--- config.mk ---
export PLATFORM = sky130hd
export DESIGN_NAME = btb_core
export DESIGN_NICKNAME = d
export VERILOG_FILES = /design/src/btb_pkg.sv /design/src/btb_bitop.sv /design/src/btb_core.sv /design/src/btb_decode.sv
export VERILOG_INCLUDE_DIRS = /design/src /design/src/src
export SDC_FILE = /design/constraint.sdc
export NUM_CORES = 1
export LEC_CHECK = 0
export BUFFER_PORTS_ARGS = -buffer_cell sky130_fd_sc_hd__clkbuf_2
export CAP_MARGIN = 15
export CORE_MARGIN = 3
export CORE_UTILIZATION = 38
export CTS_CLUSTER_DIAMETER = 30
export DETAILED_ROUTE_END_ITERATION = 16
export MAX_ROUTING_LAYER = met4
export SETUP_SLACK_MARGIN = 0.1
export SYNTH_ARGS = -nofsm -noshare
export SYNTH_HDL_FRONTEND = slang
export SYNTH_HIERARCHICAL = 1
export SYNTH_SLANG_ARGS = --single-unit
--- constraint.sdc ---
create_clock -name clk -period 6.2 [get_ports clk]
set_input_delay 0.93 -clock clk [delete_from_list [all_inputs] [get_ports clk]]
set_output_delay 0.93 -clock clk [all_outputs]
set_load 0.005 [all_outputs]
--- src/btb_defines.svh ---
// Offsets, opcode fields, reset values and codes of the bit-test/branch unit
`ifndef BTB_DEFINES_SVH
`define BTB_DEFINES_SVH

`define BTB_OFF_INSTR 8'h00
`define BTB_OFF_EXT 8'h04
`define BTB_OFF_PC 8'h08
`define BTB_OFF_STAT_WORD 8'h0c
`define BTB_OFF_STATE 8'h10
`define BTB_PTR_REGION 3'b001
`define BTB_RST_PC 24'h000000
`define BTB_RST_STAT_WORD 24'h000000
`define BTB_RST_PTR 24'h000000
`define BTB_OP_ZERO 8'h0a
`define BTB_OP_TOGGLE 8'h0b
`define BTB_OP_PERIPH_LO 8'h01
`define BTB_MODE_EA 2'b01
`define BTB_MODE_ABS 2'b00
`define BTB_MODE_PP 2'b10
`define BTB_MODE_REG 2'b11
`define BTB_REG_TAIL 3'b010
`define BTB_BRA_LONG 24'h0d10c0
`define BTB_BRA_SHORT_HI 14'h0143
`define BTB_BRA_PTR_HI 13'h01a3
`define BTB_BRA_PTR_LO 8'hc0
`define BTB_PP_BASE 24'hffffc0
`define BTB_QQ_BASE 24'hffff80
`define BTB_BIT_MAX 5'h17
`define BTB_EA_ABS 6'h30
`define BTB_EA_PTR 3'h4
`define BTB_REG_STAT_WORD 6'h39
`define BTB_REG_ACC_A 6'h0e
`define BTB_REG_ACC_B 6'h0f
`define BTB_CARRY_BIT 0

`endif

--- src/btb_pkg.sv ---
// Types shared by the bit-test/branch unit
package btb_pkg;
    typedef enum logic [2:0] {
        BTB_IDLE = 3'b000,
        BTB_EXEC = 3'b001,
        BTB_MEM_RD = 3'b010,
        BTB_MEM_WR = 3'b011,
        BTB_REG_RD = 3'b100,
        BTB_REG_WR = 3'b101
    } btb_state_e;

    typedef enum logic [3:0] {
        BTB_F_NONE = 4'b0000,
        BTB_F_EA = 4'b0001,
        BTB_F_ABS = 4'b0010,
        BTB_F_PP = 4'b0011,
        BTB_F_QQ = 4'b0100,
        BTB_F_REG = 4'b0101,
        BTB_F_BRA_LONG = 4'b0110,
        BTB_F_BRA_SHORT = 4'b0111,
        BTB_F_BRA_PTR = 4'b1000
    } btb_form_e;

    typedef struct packed {
        btb_form_e form;
        logic toggle;
        logic space;
        logic [4:0] bitn;
        logic [5:0] field;
        logic [2:0] ptr;
        logic [8:0] short_disp;
        logic illegal;
    } btb_dec_s;

    typedef struct packed {
        logic req;
        logic we;
        logic lock;
        logic space;
        logic [23:0] addr;
        logic [23:0] wdata;
    } btb_mem_s;

    typedef struct packed {
        logic sel;
        logic we;
        logic [5:0] idx;
        logic [23:0] wdata;
    } btb_reg_s;
endpackage : btb_pkg

--- src/btb_bitop.sv ---
// Bit test with clear or complement, and carry capture
`timescale 1ns/1ps
`include "btb_defines.svh"
module btb_bitop import btb_pkg::*; (
    // Operand
    input wire logic [23:0] word,
    input wire logic [4:0] bitn,
    input wire logic toggle,
    input wire logic sr_dest,
    input wire logic [23:0] sr,
    // Results
    output logic [23:0] new_word,
    output logic [23:0] new_sr
);
    logic carry;

    genvar i;
    generate
        for (i = 0; i < 24; i++) begin : g_bit
            assign new_word[i] = (bitn == 5'(i)) ?
                (toggle & ~word[i]) : word[i]; // RULE1
        end
    endgenerate

    assign carry = word[bitn]; // RULE1
    // Status word as target: only the chosen bit moves, carry is not forced
    assign new_sr = sr_dest ? new_word :
        {sr[23:1], carry}; // RULE5 RULE6 RULE7 RULE8
endmodule : btb_bitop

--- src/btb_core.sv ---
// Bit-test-and-clear/change and branch-always execution unit
// Overview of operation
// RULE1: Carry takes tested bit; bit cleared, written back
// RULE2: Bit position immediate, valid zero to twenty-three
// RULE3: Memory clear is locked read then write
// RULE4: Full accumulators refused; their parts allowed
// RULE5: Status target 0-7 clears that flag only
// RULE6: Status target 8-15 alters one mode bit
// RULE7: Other targets: carry equals tested bit
// RULE8: Other targets: remaining flags unchanged
// RULE9: Absolute short reaches lowest sixty-four words
// RULE10: Upper peripheral short starts at ffffc0
// RULE11: Lower peripheral short starts at ffff80
// RULE12: Change opcode: 0b, mode bits, 0 S 0
// RULE13: Change lower peripheral and register encodings
// RULE14: Clear opcode: 0a, mode bits, 0 S 0
// RULE15: Clear lower peripheral and register encodings
// RULE16: Long branch adds 24-bit extension word
// RULE17: Short branch sign-extends nine-bit field
// RULE18: Pointer branch adds one of eight pointers
// RULE19: Branch leaves condition flags untouched
// RULE20: Bit number is five bits, 4..0
// RULE21: Space bit six: zero X, one Y
`timescale 1ns/1ps
`include "btb_defines.svh"
module btb_core import btb_pkg::*; (
    // Clock and reset
    input wire logic clk,
    input wire logic nrst,
    // APB slave
    input wire logic psel,
    input wire logic penable,
    input wire logic pwrite,
    input wire logic [7:0] paddr,
    input wire logic [31:0] pwdata,
    output logic [31:0] prdata,
    output logic pready,
    output logic pslverr,
    // Data memory bus
    output btb_mem_s mem_cmd,
    input wire logic mem_ack,
    input wire logic [23:0] mem_rdata,
    // Core register file
    output btb_reg_s reg_cmd,
    input wire logic [23:0] reg_rdata
);
    btb_state_e state_ff;
    btb_dec_s dec;
    btb_mem_s mem_cmd_ff;
    btb_reg_s reg_cmd_ff;
    logic [23:0] instr_ff;
    logic [23:0] ext_ff;
    logic [23:0] pc_ff;
    logic [23:0] sr_ff;
    logic [23:0] ptr_ff [8];
    logic illegal_ff;
    logic [31:0] prdata_ff;
    logic pready_ff;
    logic pslverr_ff;
    logic [31:0] rd_val;
    logic [23:0] op_word;
    logic [23:0] new_word;
    logic [23:0] new_sr;
    logic [23:0] eff_addr;
    logic [23:0] short_ext;
    logic [23:0] pc_step;
    logic setup;
    logic access;
    logic hit;
    logic busy;
    logic wr;
    logic start;
    logic sr_target;

    assign busy = (state_ff != BTB_IDLE);
    assign setup = psel & ~penable;
    assign access = psel & penable & pready_ff;
    assign wr = access & pwrite & ~pslverr_ff;
    assign start = wr && paddr == `BTB_OFF_INSTR;
    assign sr_target = dec.form == BTB_F_REG &&
        dec.field == `BTB_REG_STAT_WORD;

    btb_decode u_decode (
        .instr(instr_ff),
        .dec(dec)
    );

    // One bit engine, fed from whichever source is being modified
    always_comb begin
        case (state_ff)
            BTB_MEM_RD: op_word = mem_rdata;
            BTB_REG_RD: op_word = reg_rdata;
            default: op_word = sr_ff;
        endcase
    end

    btb_bitop u_bitop (
        .word(op_word),
        .bitn(dec.bitn),
        .toggle(dec.toggle),
        .sr_dest(state_ff == BTB_EXEC),
        .sr(sr_ff),
        .new_word(new_word),
        .new_sr(new_sr)
    );

    always_comb begin
        case (dec.form)
            BTB_F_EA: eff_addr = (dec.field == `BTB_EA_ABS) ? ext_ff :
                ptr_ff[dec.field[2:0]];
            BTB_F_ABS: eff_addr = {18'h00000, dec.field}; // RULE9
            BTB_F_PP: eff_addr = `BTB_PP_BASE | {18'h00000, dec.field}; // RULE10
            BTB_F_QQ: eff_addr = `BTB_QQ_BASE | {18'h00000, dec.field}; // RULE11
            default: eff_addr = 24'h000000;
        endcase
    end

    assign short_ext = {{15{dec.short_disp[8]}}, dec.short_disp}; // RULE17
    assign pc_step = (dec.form == BTB_F_EA && dec.field == `BTB_EA_ABS) ?
        24'h000002 : 24'h000001;

    // APB slave: zero wait states, answer prepared in the setup cycle
    always_comb begin
        hit = 1'b1;
        case (paddr)
            `BTB_OFF_INSTR: rd_val = {8'h00, instr_ff};
            `BTB_OFF_EXT: rd_val = {8'h00, ext_ff};
            `BTB_OFF_PC: rd_val = {8'h00, pc_ff};
            `BTB_OFF_STAT_WORD: rd_val = {8'h00, sr_ff};
            `BTB_OFF_STATE: rd_val = {30'h00000000, illegal_ff, busy};
            default: begin
                hit = paddr[7:5] == `BTB_PTR_REGION && paddr[1:0] == 2'b00;
                rd_val = hit ? {8'h00, ptr_ff[paddr[4:2]]} : 32'h00000000;
            end
        endcase
    end

    always_ff @(posedge clk or negedge nrst) begin
        if (!nrst) begin
            pready_ff <= 1'b0;
            pslverr_ff <= 1'b0;
            prdata_ff <= 32'h00000000;
        end else begin
            pready_ff <= setup;
            // Writes during execution would race the engine, so refuse
            pslverr_ff <= setup & (~hit | (pwrite & busy));
            prdata_ff <= (setup & ~pwrite & hit) ? rd_val : 32'h00000000;
        end
    end

    always_ff @(posedge clk or negedge nrst) begin
        if (!nrst) begin
            instr_ff <= 24'h000000;
            ext_ff <= 24'h000000;
        end else if (wr) begin
            if (paddr == `BTB_OFF_INSTR) begin
                instr_ff <= pwdata[23:0];
            end
            if (paddr == `BTB_OFF_EXT) begin
                ext_ff <= pwdata[23:0];
            end
        end
    end

    genvar gi;
    generate
        for (gi = 0; gi < 8; gi++) begin : g_ptr
            always_ff @(posedge clk or negedge nrst) begin
                if (!nrst) begin
                    ptr_ff[gi] <= `BTB_RST_PTR;
                end else if (wr && paddr[7:5] == `BTB_PTR_REGION &&
                             paddr[4:2] == 3'(gi)) begin
                    ptr_ff[gi] <= pwdata[23:0];
                end
            end
        end
    endgenerate

    // Sequencer
    always_ff @(posedge clk or negedge nrst) begin
        if (!nrst) begin
            state_ff <= BTB_IDLE;
            illegal_ff <= 1'b0;
        end else begin
            case (state_ff)
                BTB_IDLE: begin
                    if (start) begin
                        state_ff <= BTB_EXEC;
                        illegal_ff <= 1'b0;
                    end
                end
                BTB_EXEC: begin
                    if (dec.illegal) begin
                        state_ff <= BTB_IDLE; // RULE2 RULE4
                        illegal_ff <= 1'b1;
                    end else if (dec.form inside {BTB_F_EA, BTB_F_ABS,
                                                  BTB_F_PP, BTB_F_QQ}) begin
                        state_ff <= BTB_MEM_RD;
                    end else if (dec.form == BTB_F_REG && !sr_target) begin
                        state_ff <= BTB_REG_RD;
                    end else begin
                        state_ff <= BTB_IDLE;
                    end
                end
                BTB_MEM_RD: begin
                    if (mem_ack) begin
                        state_ff <= BTB_MEM_WR;
                    end
                end
                BTB_MEM_WR: begin
                    if (mem_ack) begin
                        state_ff <= BTB_IDLE;
                    end
                end
                BTB_REG_RD: state_ff <= BTB_REG_WR;
                BTB_REG_WR: state_ff <= BTB_IDLE;
                default: state_ff <= BTB_IDLE;
            endcase
        end
    end

    // Memory side: lock stays up from the read until the write is taken
    always_ff @(posedge clk or negedge nrst) begin
        if (!nrst) begin
            mem_cmd_ff <= '0;
        end else if (state_ff == BTB_EXEC && !dec.illegal &&
                     dec.form inside {BTB_F_EA, BTB_F_ABS,
                                      BTB_F_PP, BTB_F_QQ}) begin
            mem_cmd_ff.req <= 1'b1; // RULE3
            mem_cmd_ff.we <= 1'b0;
            mem_cmd_ff.lock <= 1'b1;
            mem_cmd_ff.space <= dec.space; // RULE21
            mem_cmd_ff.addr <= eff_addr;
        end else if (state_ff == BTB_MEM_RD && mem_ack) begin
            mem_cmd_ff.we <= 1'b1; // RULE3
            mem_cmd_ff.wdata <= new_word; // RULE1
        end else if (state_ff == BTB_MEM_WR && mem_ack) begin
            mem_cmd_ff.req <= 1'b0;
            mem_cmd_ff.we <= 1'b0;
            mem_cmd_ff.lock <= 1'b0;
        end
    end

    always_ff @(posedge clk or negedge nrst) begin
        if (!nrst) begin
            reg_cmd_ff <= '0;
        end else if (state_ff == BTB_EXEC && !dec.illegal &&
                     dec.form == BTB_F_REG && !sr_target) begin
            reg_cmd_ff.sel <= 1'b1; // RULE4
            reg_cmd_ff.idx <= dec.field;
        end else if (state_ff == BTB_REG_RD) begin
            reg_cmd_ff.we <= 1'b1;
            reg_cmd_ff.wdata <= new_word; // RULE1
        end else if (state_ff == BTB_REG_WR) begin
            reg_cmd_ff <= '0;
        end
    end

    // Status word: carry capture, or single-bit edit when it is the target
    always_ff @(posedge clk or negedge nrst) begin
        if (!nrst) begin
            sr_ff <= `BTB_RST_STAT_WORD;
        end else if (wr && paddr == `BTB_OFF_STAT_WORD) begin
            sr_ff <= pwdata[23:0];
        end else if (state_ff == BTB_EXEC && !dec.illegal && sr_target) begin
            sr_ff <= new_sr; // RULE5 RULE6
        end else if ((state_ff == BTB_MEM_RD && mem_ack) ||
                     state_ff == BTB_REG_RD) begin
            sr_ff <= new_sr; // RULE7 RULE8
        end
    end

    // Program counter; branches never touch the status word
    always_ff @(posedge clk or negedge nrst) begin
        if (!nrst) begin
            pc_ff <= `BTB_RST_PC;
        end else if (wr && paddr == `BTB_OFF_PC) begin
            pc_ff <= pwdata[23:0];
        end else if (state_ff == BTB_EXEC && !dec.illegal) begin
            case (dec.form)
                BTB_F_BRA_LONG: pc_ff <= pc_ff + ext_ff; // RULE16 RULE19
                BTB_F_BRA_SHORT: pc_ff <= pc_ff + short_ext; // RULE17
                BTB_F_BRA_PTR: pc_ff <= pc_ff + ptr_ff[dec.ptr]; // RULE18
                BTB_F_REG: pc_ff <= sr_target ? pc_ff + pc_step : pc_ff;
                default: pc_ff <= pc_ff;
            endcase
        end else if ((state_ff == BTB_MEM_WR && mem_ack) ||
                     state_ff == BTB_REG_WR) begin
            pc_ff <= pc_ff + pc_step;
        end
    end

    assign prdata = prdata_ff;
    assign pready = pready_ff;
    assign pslverr = pslverr_ff;
    assign mem_cmd = mem_cmd_ff;
    assign reg_cmd = reg_cmd_ff;

    logic exp_carry;
    logic [23:0] exp_target;
    assign exp_carry = mem_rdata[dec.bitn];
    assign exp_target = ptr_ff[dec.ptr];
endmodule : btb_core

--- src/btb_decode.sv ---
// Instruction word decoder for bit test and unconditional branch
`timescale 1ns/1ps
`include "btb_defines.svh"
module btb_decode import btb_pkg::*; (
    // Instruction
    input wire logic [23:0] instr,
    // Decoded fields
    output btb_dec_s dec
);
    always_comb begin
        dec = '0;
        dec.form = BTB_F_NONE;
        dec.space = instr[6]; // RULE21
        dec.bitn = instr[4:0]; // RULE20
        dec.field = instr[13:8];
        dec.ptr = instr[10:8];
        dec.short_disp = {instr[9:6], instr[4:0]};
        dec.toggle = instr[16];
        if (instr[23:16] == `BTB_OP_ZERO || instr[23:16] == `BTB_OP_TOGGLE) begin
            if (instr[15:14] == `BTB_MODE_REG) begin
                if (instr[7:5] == `BTB_REG_TAIL) begin // RULE13 RULE15
                    dec.form = BTB_F_REG;
                end
            end else if (!instr[7] && !instr[5]) begin // RULE12 RULE14
                case (instr[15:14])
                    `BTB_MODE_EA: dec.form = BTB_F_EA;
                    `BTB_MODE_ABS: dec.form = BTB_F_ABS;
                    `BTB_MODE_PP: dec.form = BTB_F_PP;
                    default: dec.form = BTB_F_NONE;
                endcase
            end
        end else if (instr[23:16] == `BTB_OP_PERIPH_LO && !instr[15] &&
                     !instr[7] && !instr[5]) begin
            dec.form = BTB_F_QQ; // RULE13 RULE15
            dec.toggle = instr[14];
        end else if (instr == `BTB_BRA_LONG) begin
            dec.form = BTB_F_BRA_LONG;
        end else if (instr[23:10] == `BTB_BRA_SHORT_HI && !instr[5]) begin
            dec.form = BTB_F_BRA_SHORT;
        end else if (instr[23:11] == `BTB_BRA_PTR_HI &&
                     instr[7:0] == `BTB_BRA_PTR_LO) begin
            dec.form = BTB_F_BRA_PTR;
        end
        // Positions above 23 do not exist in a 24-bit word
        if (dec.form inside {BTB_F_EA, BTB_F_ABS, BTB_F_PP, BTB_F_QQ,
                             BTB_F_REG} && dec.bitn > `BTB_BIT_MAX) begin
            dec.illegal = 1'b1; // RULE2
        end
        if (dec.form == BTB_F_REG && (dec.field == `BTB_REG_ACC_A ||
                                      dec.field == `BTB_REG_ACC_B)) begin
            dec.illegal = 1'b1; // RULE4
        end
        // Only pointer-indirect and absolute-long effective addresses
        if (dec.form == BTB_F_EA && dec.field[5:3] != `BTB_EA_PTR &&
            dec.field != `BTB_EA_ABS) begin
            dec.illegal = 1'b1;
        end
        if (dec.form == BTB_F_NONE) begin
            dec.illegal = 1'b1;
        end
    end
endmodule : btb_decode

* Word-level counts from Yosys, hierarchy flattened
Cells that the tools add are included.
** Storage, ports and cells
- Flip-flop bits (word level) :: 410
- Bits in latches :: 0
- Bits in writable memories :: 0
- Bits in read-only memories :: 0
- Input bits :: 94
- Output and inout bits :: 118
- Word-level logic and storage cells :: 329
- Memories :: 0
** Cells by class
- Add/sub/neg operators :: 4
- $mul :: 0
- Divide/modulo/power cells :: 0
- Order comparisons :: 4
- Equal/unequal tests :: 73
- Shift operators :: 0
- Muxes and demuxes :: 86
- Bitwise logic cells :: 66
- Reduce and logical (&&, ||, !) cells :: 69
** Operators with widths (number)
- two-way mux 24 bit :: 15
- case mux 24 bit (4 select lines) :: 2
- binary-select mux 24 bit (select 3 bit) :: 2
- case mux 24 bit (5 select lines) :: 1
- adder 24 bit :: 3
- two-way mux 32 bit :: 2
- case mux 24 bit (2 select lines) :: 1
- == test 5 x 4 -> 1 bit (second input constant) :: 8
- == test 5 bit (second input constant) :: 8
- two-way mux 1 bit :: 40
- bitwise AND 1 bit :: 33
- logical AND 1 bit :: 33
- == test 8 x 4 -> 1 bit (second input constant) :: 4
- inverter 1 bit :: 30
- two-way mux 4 bit :: 7
- two-way mux 3 bit :: 9
- adder 24 x 2 -> 24 bit :: 1
- == test 24 x 20 -> 1 bit (second input constant) :: 1
- == test 5 x 3 -> 1 bit (second input constant) :: 4
- == test 3 bit (second input constant) :: 6
- == test 4 x 3 -> 1 bit (second input constant) :: 4
- == test 3 x 2 -> 1 bit (second input constant) :: 5
- case mux 3 bit (5 select lines) :: 1
- == test 14 x 9 -> 1 bit (second input constant) :: 1
- other kinds (44) :: 81

* Depth between registers and ports, before layout
Gate-level depths: netlist of the first run.
- Word-level depth :: 20
- Depth in mapped cells :: 23

* By module
Netlist of the first run, hierarchy kept.
** Modules (own cells, without submodules)
- btb_core :: instances 1, cells each 1972, area an instance 23436.2 µm², seq. area each 10034.6 µm²
- btb_bitop :: instances 1, cells each 127, area an instance 1108.6 µm², seq. area each 0.0 µm²
- btb_decode :: instances 1, cells each 70, area an instance 533.0 µm², seq. area each 0.0 µm²

* Worst setup path after synthesis of the first run
Ideal clock, no wire load.
- Kind :: register -> register
- Start point :: register instr_ff[23]
- End point :: register pc_ff[22]
- Arrival time :: 4.811 ns
- Setup slack :: 1.320 ns
- Cell stages (with the launch flop) :: 22
- Path buffers :: 3
- Clock period less this slack :: 4.880 ns
- Path through :: dfrtp_1 -> nor4_4 -> nand3_2 -> nor4_4 -> o32a_2 -> buf_2 -> and4b_1 -> buf_2 -> nor2_1 -> clkbuf_1 -> a22oi_1 -> o21ai_0 -> ha_1 -> fa_1 -> a21o_1 -> a21o_1 -> a211oi_2 -> a211oi_1 -> o21a_1 -> a221o_1 -> a2111o_1 -> nand3_1
** RTL lines
- from (decl) :: line btb_core.sv:51 : logic [23:0] instr_ff;
- from (signal assigned) :: line btb_core.sv:157 : instr_ff <= pwdata[23:0];
- to (signal assigned) :: line btb_core.sv:276 : pc_ff <= `BTB_RST_PC;
- to (signal assigned) :: line btb_core.sv:278 : pc_ff <= pwdata[23:0];
- to (signal assigned) :: line btb_core.sv:281 : BTB_F_BRA_LONG: pc_ff <= pc_ff + ext_ff;
- to (decl) :: line btb_core.sv:53 : logic [23:0] pc_ff;

==> results.yml, run 1 <==
drt:
  routed_wl_mm: 80.3
  ant_nets: 0
  vias_per_cell: 5.94
  detail_route.wl_per_cell_um: 24.7
  route.vias.total: 19297
  drtIter0Drc: 1699
  drc: 0
  dr.pass1.iters: 5
setup_path:
  crit_fanout: 12
  crit_family: "simple AND/OR/NAND/NOR gates"
  slowest_delay_ns: 0.66
  r2r_setup_slack_ns: 0.72
  cp_slowest_cell: "nor4b_1"
  r2r-start: "instr_ff[17]$_DFFE_PN0P_"
  required_ns: 6.70
  worst_ep_arrival_time_ns: 5.98
  worst_setup_path_start_kind: "register"
  crit_buf_inv: 1
  path_cells: "nor4b_1 -> nand2_1 -> nor2_1 -> or3_1 -> nor4b_2 -> buf_4 -> nor2_1 -> a22oi_1 -> o21ai_0 -> ha_1 -> a211o_1 -> a21oi_1 -> o221ai_1 -> a21oi_1 -> a21boi_0 -> o41ai_1 -> mux2i_1 -> nor2_1"
  reg2reg_depth: 18
  r2r-end: "pc_ff[17]$_DFFE_PN0P_"
  cp_common_cell: "nor2_1"
  critPathKind: "reg2reg"
  end_kind: "register"
power:
  p_clk_share_pct: 64.9
  p_comb_share_pct: 3.1
  p_leak_nw: 13.6
  internal_power_w: 0.00643
  power_density_mw_per_mm2: 275
  peakVddDrop_mv: 0.201
  switching_power_w: 0.00186
  fin_total_pwr_w: 0.00829
  swShare_pct: 22.4
  seq_power_share_pct: 32.1
global_routing:
  grt_max_degree: 137
  antenna_found_initial: 3
  grt_util_all_layers_pct: 23.7
  first_global_vias: 19668
  grt_overflow_total: 0
  grt_first_pass_wirelength_mm: 124
final_layout:
  layout.cells.non_filler: 3251
  area_delta_synth_final_pct: 20.4
  fin_nets: 2436
  drive_above_1_share_pct: 39.7
synth:
  synth_area_mm2: 0.0251
  ys_top_cells_by_area: "dfrtp_1 (40%), mux4_2 (15%), mux2_2 (13%), mux2i_1 (3.4%), nand2_1 (2.4%)"
  synth_top_cell_area_share_pct: 40.0
  yosys_warnings: 6
  synth_top_area_cell: "dfrtp_1"
  avgSynthCellArea_um2: 11.6
  synth.distinct_cells: 91
  async_reset_ff_share_pct: 100
  postSynthCellCount: 2169
  ys.flop_type: "dfrtp_1"
  seq_area_frac_synth_pct: 40.0
  synth_seq_cells: 401
  synth_edf_count: 0
die:
  die_y_um: 263
  start_util_pct: 38.7
  ios: 212
  coreArea_mm2: 0.0648
  die-area_mm2: 0.0691
  die_w_um: 263
  rows: 93
sta:
  fin_worst_skew_ns: 0.0335
  whs_ns: 0.368
  tightestPinTransition_ns: 1.16
  finalCritPeriodShare_pct: 88.4
  max_freq_mhz: 183
  setup_viol: 0
  rsz0062_at_grt: "no"
  slew_viol_final: 0
  hold_viol: 0
  min_period_ns: 5.48
  fin_setup_tns_ns: 0
  worst_slew_margin_rel_pct: 22.3
place:
  dp.cells: 3069
  hpwl_mm: 55.3
  numPortBuffers: 195
  gp_congestion: 0.976
cts:
  cts_num_sinks: 401
  cts_tree: "yes"
  htree_levels: 3
  cts-buffers-inserted: 96
  holdBufCountCts: 0
  cts_setup_buffers: 0
  cts.repair.resized: 0
  clk_path_buf_depth: 3
  clock_latency_ns: 0.63
  cts-root-buf: "clkbuf_16"
  path_clk_slew_ns: 0.05
hold_path:
  hp-class: "in2async"
status:
  outcome: "finished clean"
flow_run:
  maxCapViolCount: 0
==> how the worst max path moves through the flow <==
stage | startpoint | endpoint | slack, ns | cells after the start
after floorplan | instr_ff[23]$_DFFE_PN0P_ | pc_ff[22]$_DFFE_PN0P_ | 1.32 | 21
after global placement | instr_ff[17]$_DFFE_PN0P_ | pc_ff[17]$_DFFE_PN0P_ | 0.78 | 18
after detailed placement | instr_ff[17]$_DFFE_PN0P_ | pc_ff[17]$_DFFE_PN0P_ | 0.78 | 18
after CTS | instr_ff[17]$_DFFE_PN0P_ | pc_ff[17]$_DFFE_PN0P_ | 0.75 | 18
after global routing | instr_ff[17]$_DFFE_PN0P_ | pc_ff[17]$_DFFE_PN0P_ | 0.29 | 18
final | instr_ff[17]$_DFFE_PN0P_ | pc_ff[17]$_DFFE_PN0P_ | 0.72 | 18
==> synthesized netlist by cell type, types with 18 or more instances <==
cell type	instances
dfrtp_1	401
mux2_2	297
mux4_2	169
nand2_1	161
nor2_1	150
clkbuf_1	120
o21ai_0	113
a21oi_1	99
mux2i_1	86
a22oi_1	38
nand2b_1	37
buf_4	36
nand3_1	34
ha_1	28
buf_1	25
buf_2	23
a221oi_1	21
inv_1	19
nor3_1	19
o21ai_1	18
==> metrics by stage <==
step                util [%]  setup WS, ns  area (um^2)
detailed placement      41.2         0.781        26700
CTS                     46.6         0.745        30200
global route            46.6         0.293        30200
global placement        41.2         0.776        26700
finish                  46.6         0.721        30200
floorplan                  -          1.32        25100
==> power groups by stage <==
stage	logic, W	clock network (W)	registers (W)
after floorplan	0.000124	0	0.00269
after detailed placement	0.000256	0	0.00270
final	0.000254	0.00538	0.00266
after CTS	0.000257	0.00546	0.00266
after global placement	0.000250	0	0.00270
after global routing	0.000277	0.00561	0.00266
==> cells in the final DEF, fill, tap and decap left out, types with 33 or more instances in the layout <==
cell type	synthesis	routed
mux4_2	169	169
clkbuf_16	0	99
nor2_1	150	144
mux2_2	297	297
nand2_1	161	159
nand2b_1	37	35
nand3_1	34	33
buf_4	36	51
mux2i_1	86	86
o21ai_0	113	113
a22oi_1	38	38
clkbuf_2	0	192
a21oi_1	99	99
dfrtp_1	401	398
==> routing by layer <==
| metal | share of wire (%) | vias to the layer above | global-route usage, % |
|---|---|---|---|
| met3 | 7.7 | 105 | 4.45 |
| met4 | 2.6 | 0 | 7.41 |
| met2 | 46 | 836 | 36.4 |
| met1 | 43 | 9890 | 31.8 |
| met5 | 0 | - | - |
| li1 | - | 8466 | - |
==> kinds of logic (layout without fill, tap and decap cells) <==
logic type | Yosys count | after routing | share of synthesized area [%]
flip-flops | 401 | 401 | 40.0
AND/OR/NAND/NOR | 499 | 499 | 9.68
AO/OA/AOI/OAI | 417 | 417 | 10.8
XOR/XNOR | 25 | 25 | 0.873
multiplexers | 568 | 568 | 32.8
other | 1 | 11 | 0.0150
adder cells (fa/ha/maj) | 30 | 30 | 1.56
buffers and inverters | 228 | 445 | 4.22
==> state kept, by name (all words and copies together), names as in the netlist <==
register and flops:
ext_ff 24, illegal_ff 1, instr_ff 24, mem_cmd 51, pc_ff 24, prdata 24, pready 1, pslverr 1
ptr_ff 192, reg_cmd 32, sr_ff 24, state_ff 3
==> area by class of cell <==
type,instances,area (um^2)
Fill cell,5804,34600
Multi-Input combinational cell,1547,14100
Sequential cell,401,10000
Clock buffer,118,2670
Timing Repair Buffer,247,1420
Tap cell,855,1070
Clock inverter,61,826
Inverter,19,71.3
Antenna cell,3,7.51
Power figures use the tool's default switching activity.
==> inputs of run 2 (changes only) <==
Settings changed: ABC_AREA from default to 1.
==> run 2 against run 1 <==
  * Combinational power increased to 6.7 times the previous value
  * Total power is 25% higher
  * Clock-buffer cell count grew 12
  * Global-route usage increased by 7.5 points
  * Hold slack lost 0.089 ns
  * Core utilization is 0.53 points lower
  * Setup slack better by 0.44 ns
  * First-iteration DRC count rose by 92%
  * Critical path depth increased by 7
  * Sequential share of layout area is 0.34 points lower
  * Wire length increased by 35%
  * Largest power group unchanged
==> results.yml, run 2 <==
drt:
  ant_nets: 0
  route.vias.total: 26730
  dr.pass1.iters: 8
  detail_route.wl_per_cell_um: 23.1
  vias_per_cell: 5.73
  drtIter0Drc: 3258
  drc: 0
  routed_wl_mm: 108
cts:
  path_clk_slew_ns: 0.05
  cts.repair.resized: 0
  htree_levels: 3
  cts_setup_buffers: 0
  holdBufCountCts: 0
  cts-buffers-inserted: 100
  clock_latency_ns: 0.67
  cts_tree: "yes"
  clk_path_buf_depth: 3
  cts-root-buf: "clkbuf_16"
  cts_num_sinks: 401
synth:
  async_reset_ff_share_pct: 100
  seq_area_frac_synth_pct: 39.3
  synth_commonest_cells: "nand2_1 (871), o21ai_0 (527), dfrtp_1 (401), inv_1 (385), a21oi_1 (265)"
  synth.distinct_cells: 55
  ys_top_cells_by_area: "dfrtp_1 (39%), nand2_1 (13%), o21ai_0 (10%), inv_1 (5.7%), a21oi_1 (5.2%)"
  yosys_warnings: 6
  synth_seq_cells: 401
  synth_top_cell_area_share_pct: 39.3
  synth_top_area_cell: "dfrtp_1"
  ys.flop_type: "dfrtp_1"
  yosysMostFrequentCell: "nand2_1"
  postSynthCellCount: 3614
  synth_edf_count: 0
  synth_area_mm2: 0.0255
  avgSynthCellArea_um2: 7.07
final_layout:
  final_common_cell: "nand2_1"
  layout.cells.non_filler: 4668
  area_delta_synth_final_pct: 19.4
  drive_above_1_share_pct: 13.8
  fin_nets: 3838
  largest-register: "ptr_ff"
  final_cell_mix: "nand2_1 (870), o21ai_0 (527), dfrtp_1 (398), inv_1 (384), a21oi_1 (265)"
  fillers: 6711
  largest_reg_flops: 192
die:
  ios: 212
  rows: 94
  die-area_mm2: 0.0703
  start_util_pct: 38.6
  die_y_um: 265
  coreArea_mm2: 0.0662
  die_w_um: 265
sta:
  min_period_ns: 5.04
  fin_worst_skew_ns: 0.0446
  whs_ns: 0.279
  max_freq_mhz: 199
  slew_viol_final: 0
  hold_viol: 0
  rsz0062_at_grt: "no"
  finalCritPeriodShare_pct: 81.2
  fin_setup_tns_ns: 0
  worst_slew_margin_rel_pct: 26.9
  tightestPinTransition_ns: 1.10
  setup_viol: 0
status:
  outcome: "finished clean"
setup_path:
  worst_ep_arrival_time_ns: 5.61
  cp_slowest_cell: "dfrtp_2"
  slowest_delay_ns: 0.77
  crit_buf_inv: 2
  cp_common_cell: "nand2_1"
  crit_family: "simple AND/OR/NAND/NOR gates"
  r2r_setup_slack_ns: 1.16
  critPathKind: "reg2reg"
  crit_fanout: 26
  end_kind: "register"
  worst_setup_path_start_kind: "register"
  required_ns: 6.77
power:
  peakVddDrop_mv: 0.210
  p_leak_nw: 13.9
  power_density_mw_per_mm2: 340
hold_path:
  hp-class: "in2async"
flow_run:
  maxCapViolCount: 0
global_routing:
  grt_max_degree: 112
  grt_util_all_layers_pct: 31.1
  first_global_vias: 25685
  grt_first_pass_wirelength_mm: 162
  antenna_found_initial: 4
  grt_overflow_total: 0
place:
  dp.cells: 4475
  hpwl_mm: 75.4
  numPortBuffers: 195
  gp_congestion: 1.01
## run 2: metrics by stage
step	instance area [um^2]	power (W)	utilization [%]	setup slack [ns]
finish	30500	0.0104	46.0	1.16
global route	30500	0.0108	46.0	0.879
CTS	30500	0.0104	46.0	1.32
detailed placement	26900	0.00484	40.6	1.35
global placement	26900	0.00483	40.6	1.41
floorplan	25600	0.00413	-	2.25
## run 2: where the power goes
part           internal (W)  switching [W]
clock network       0.00378        0.00174
registers           0.00286       0.000300
logic              0.000546        0.00115
total               0.00719        0.00318
## run 2: layout make-up
class	instances	area, um^2	area share, %
diodes	3	7.51	0.0246
clock buffers	130	2860	9.37
clock inverters	59	753	2.47
inverters	409	1540	5.05
multi-input cells	2551	12800	42.0
flip-flops and latches	401	10000	32.9
well taps	864	1080	3.55
repair buffers	251	1420	4.65
## run 2: final timing paths
kind,startpoint,to,depth (start not counted)
max in group asynchronous,nrst,ptr_ff[37]$_DFFE_PN0P_,2
min in group clk,mem_cmd[2]$_DFFE_PN0P_,mem_cmd[2]$_DFFE_PN0P_,2
worst min-delay path,nrst,reg_cmd[2]$_DFFE_PN0P_,1
worst min register to register,mem_cmd[2]$_DFFE_PN0P_,mem_cmd[2]$_DFFE_PN0P_,2
worst max register to register,instr_ff[9]$_DFFE_PN0P_,pc_ff[23]$_DFFE_PN0P_,25
worst max-delay path,instr_ff[9]$_DFFE_PN0P_,pc_ff[23]$_DFFE_PN0P_,25
## run 2: cell families after synthesis
| group | after synthesis | share of synthesized area [%] |
|---|---|---|
| fa+ha+maj | 30 | 1.53 |
| compound gates | 1114 | 25.1 |
| other cells | 1 | 0.0147 |
| buf+inv | 669 | 10.8 |
| xor+xnor | 11 | 0.377 |
| simple gates | 1388 | 22.9 |
| flops | 401 | 39.3 |
## run 2: routing by layer
| layer | global-route usage [%] | part of all wire, % |
|---|---|---|
| met1 | 39.7 | 41 |
| met2 | 47.6 | 45 |
| met3 | 6.35 | 9.7 |
| met4 | 14.5 | 4.9 |
| met5 | - | 0 |
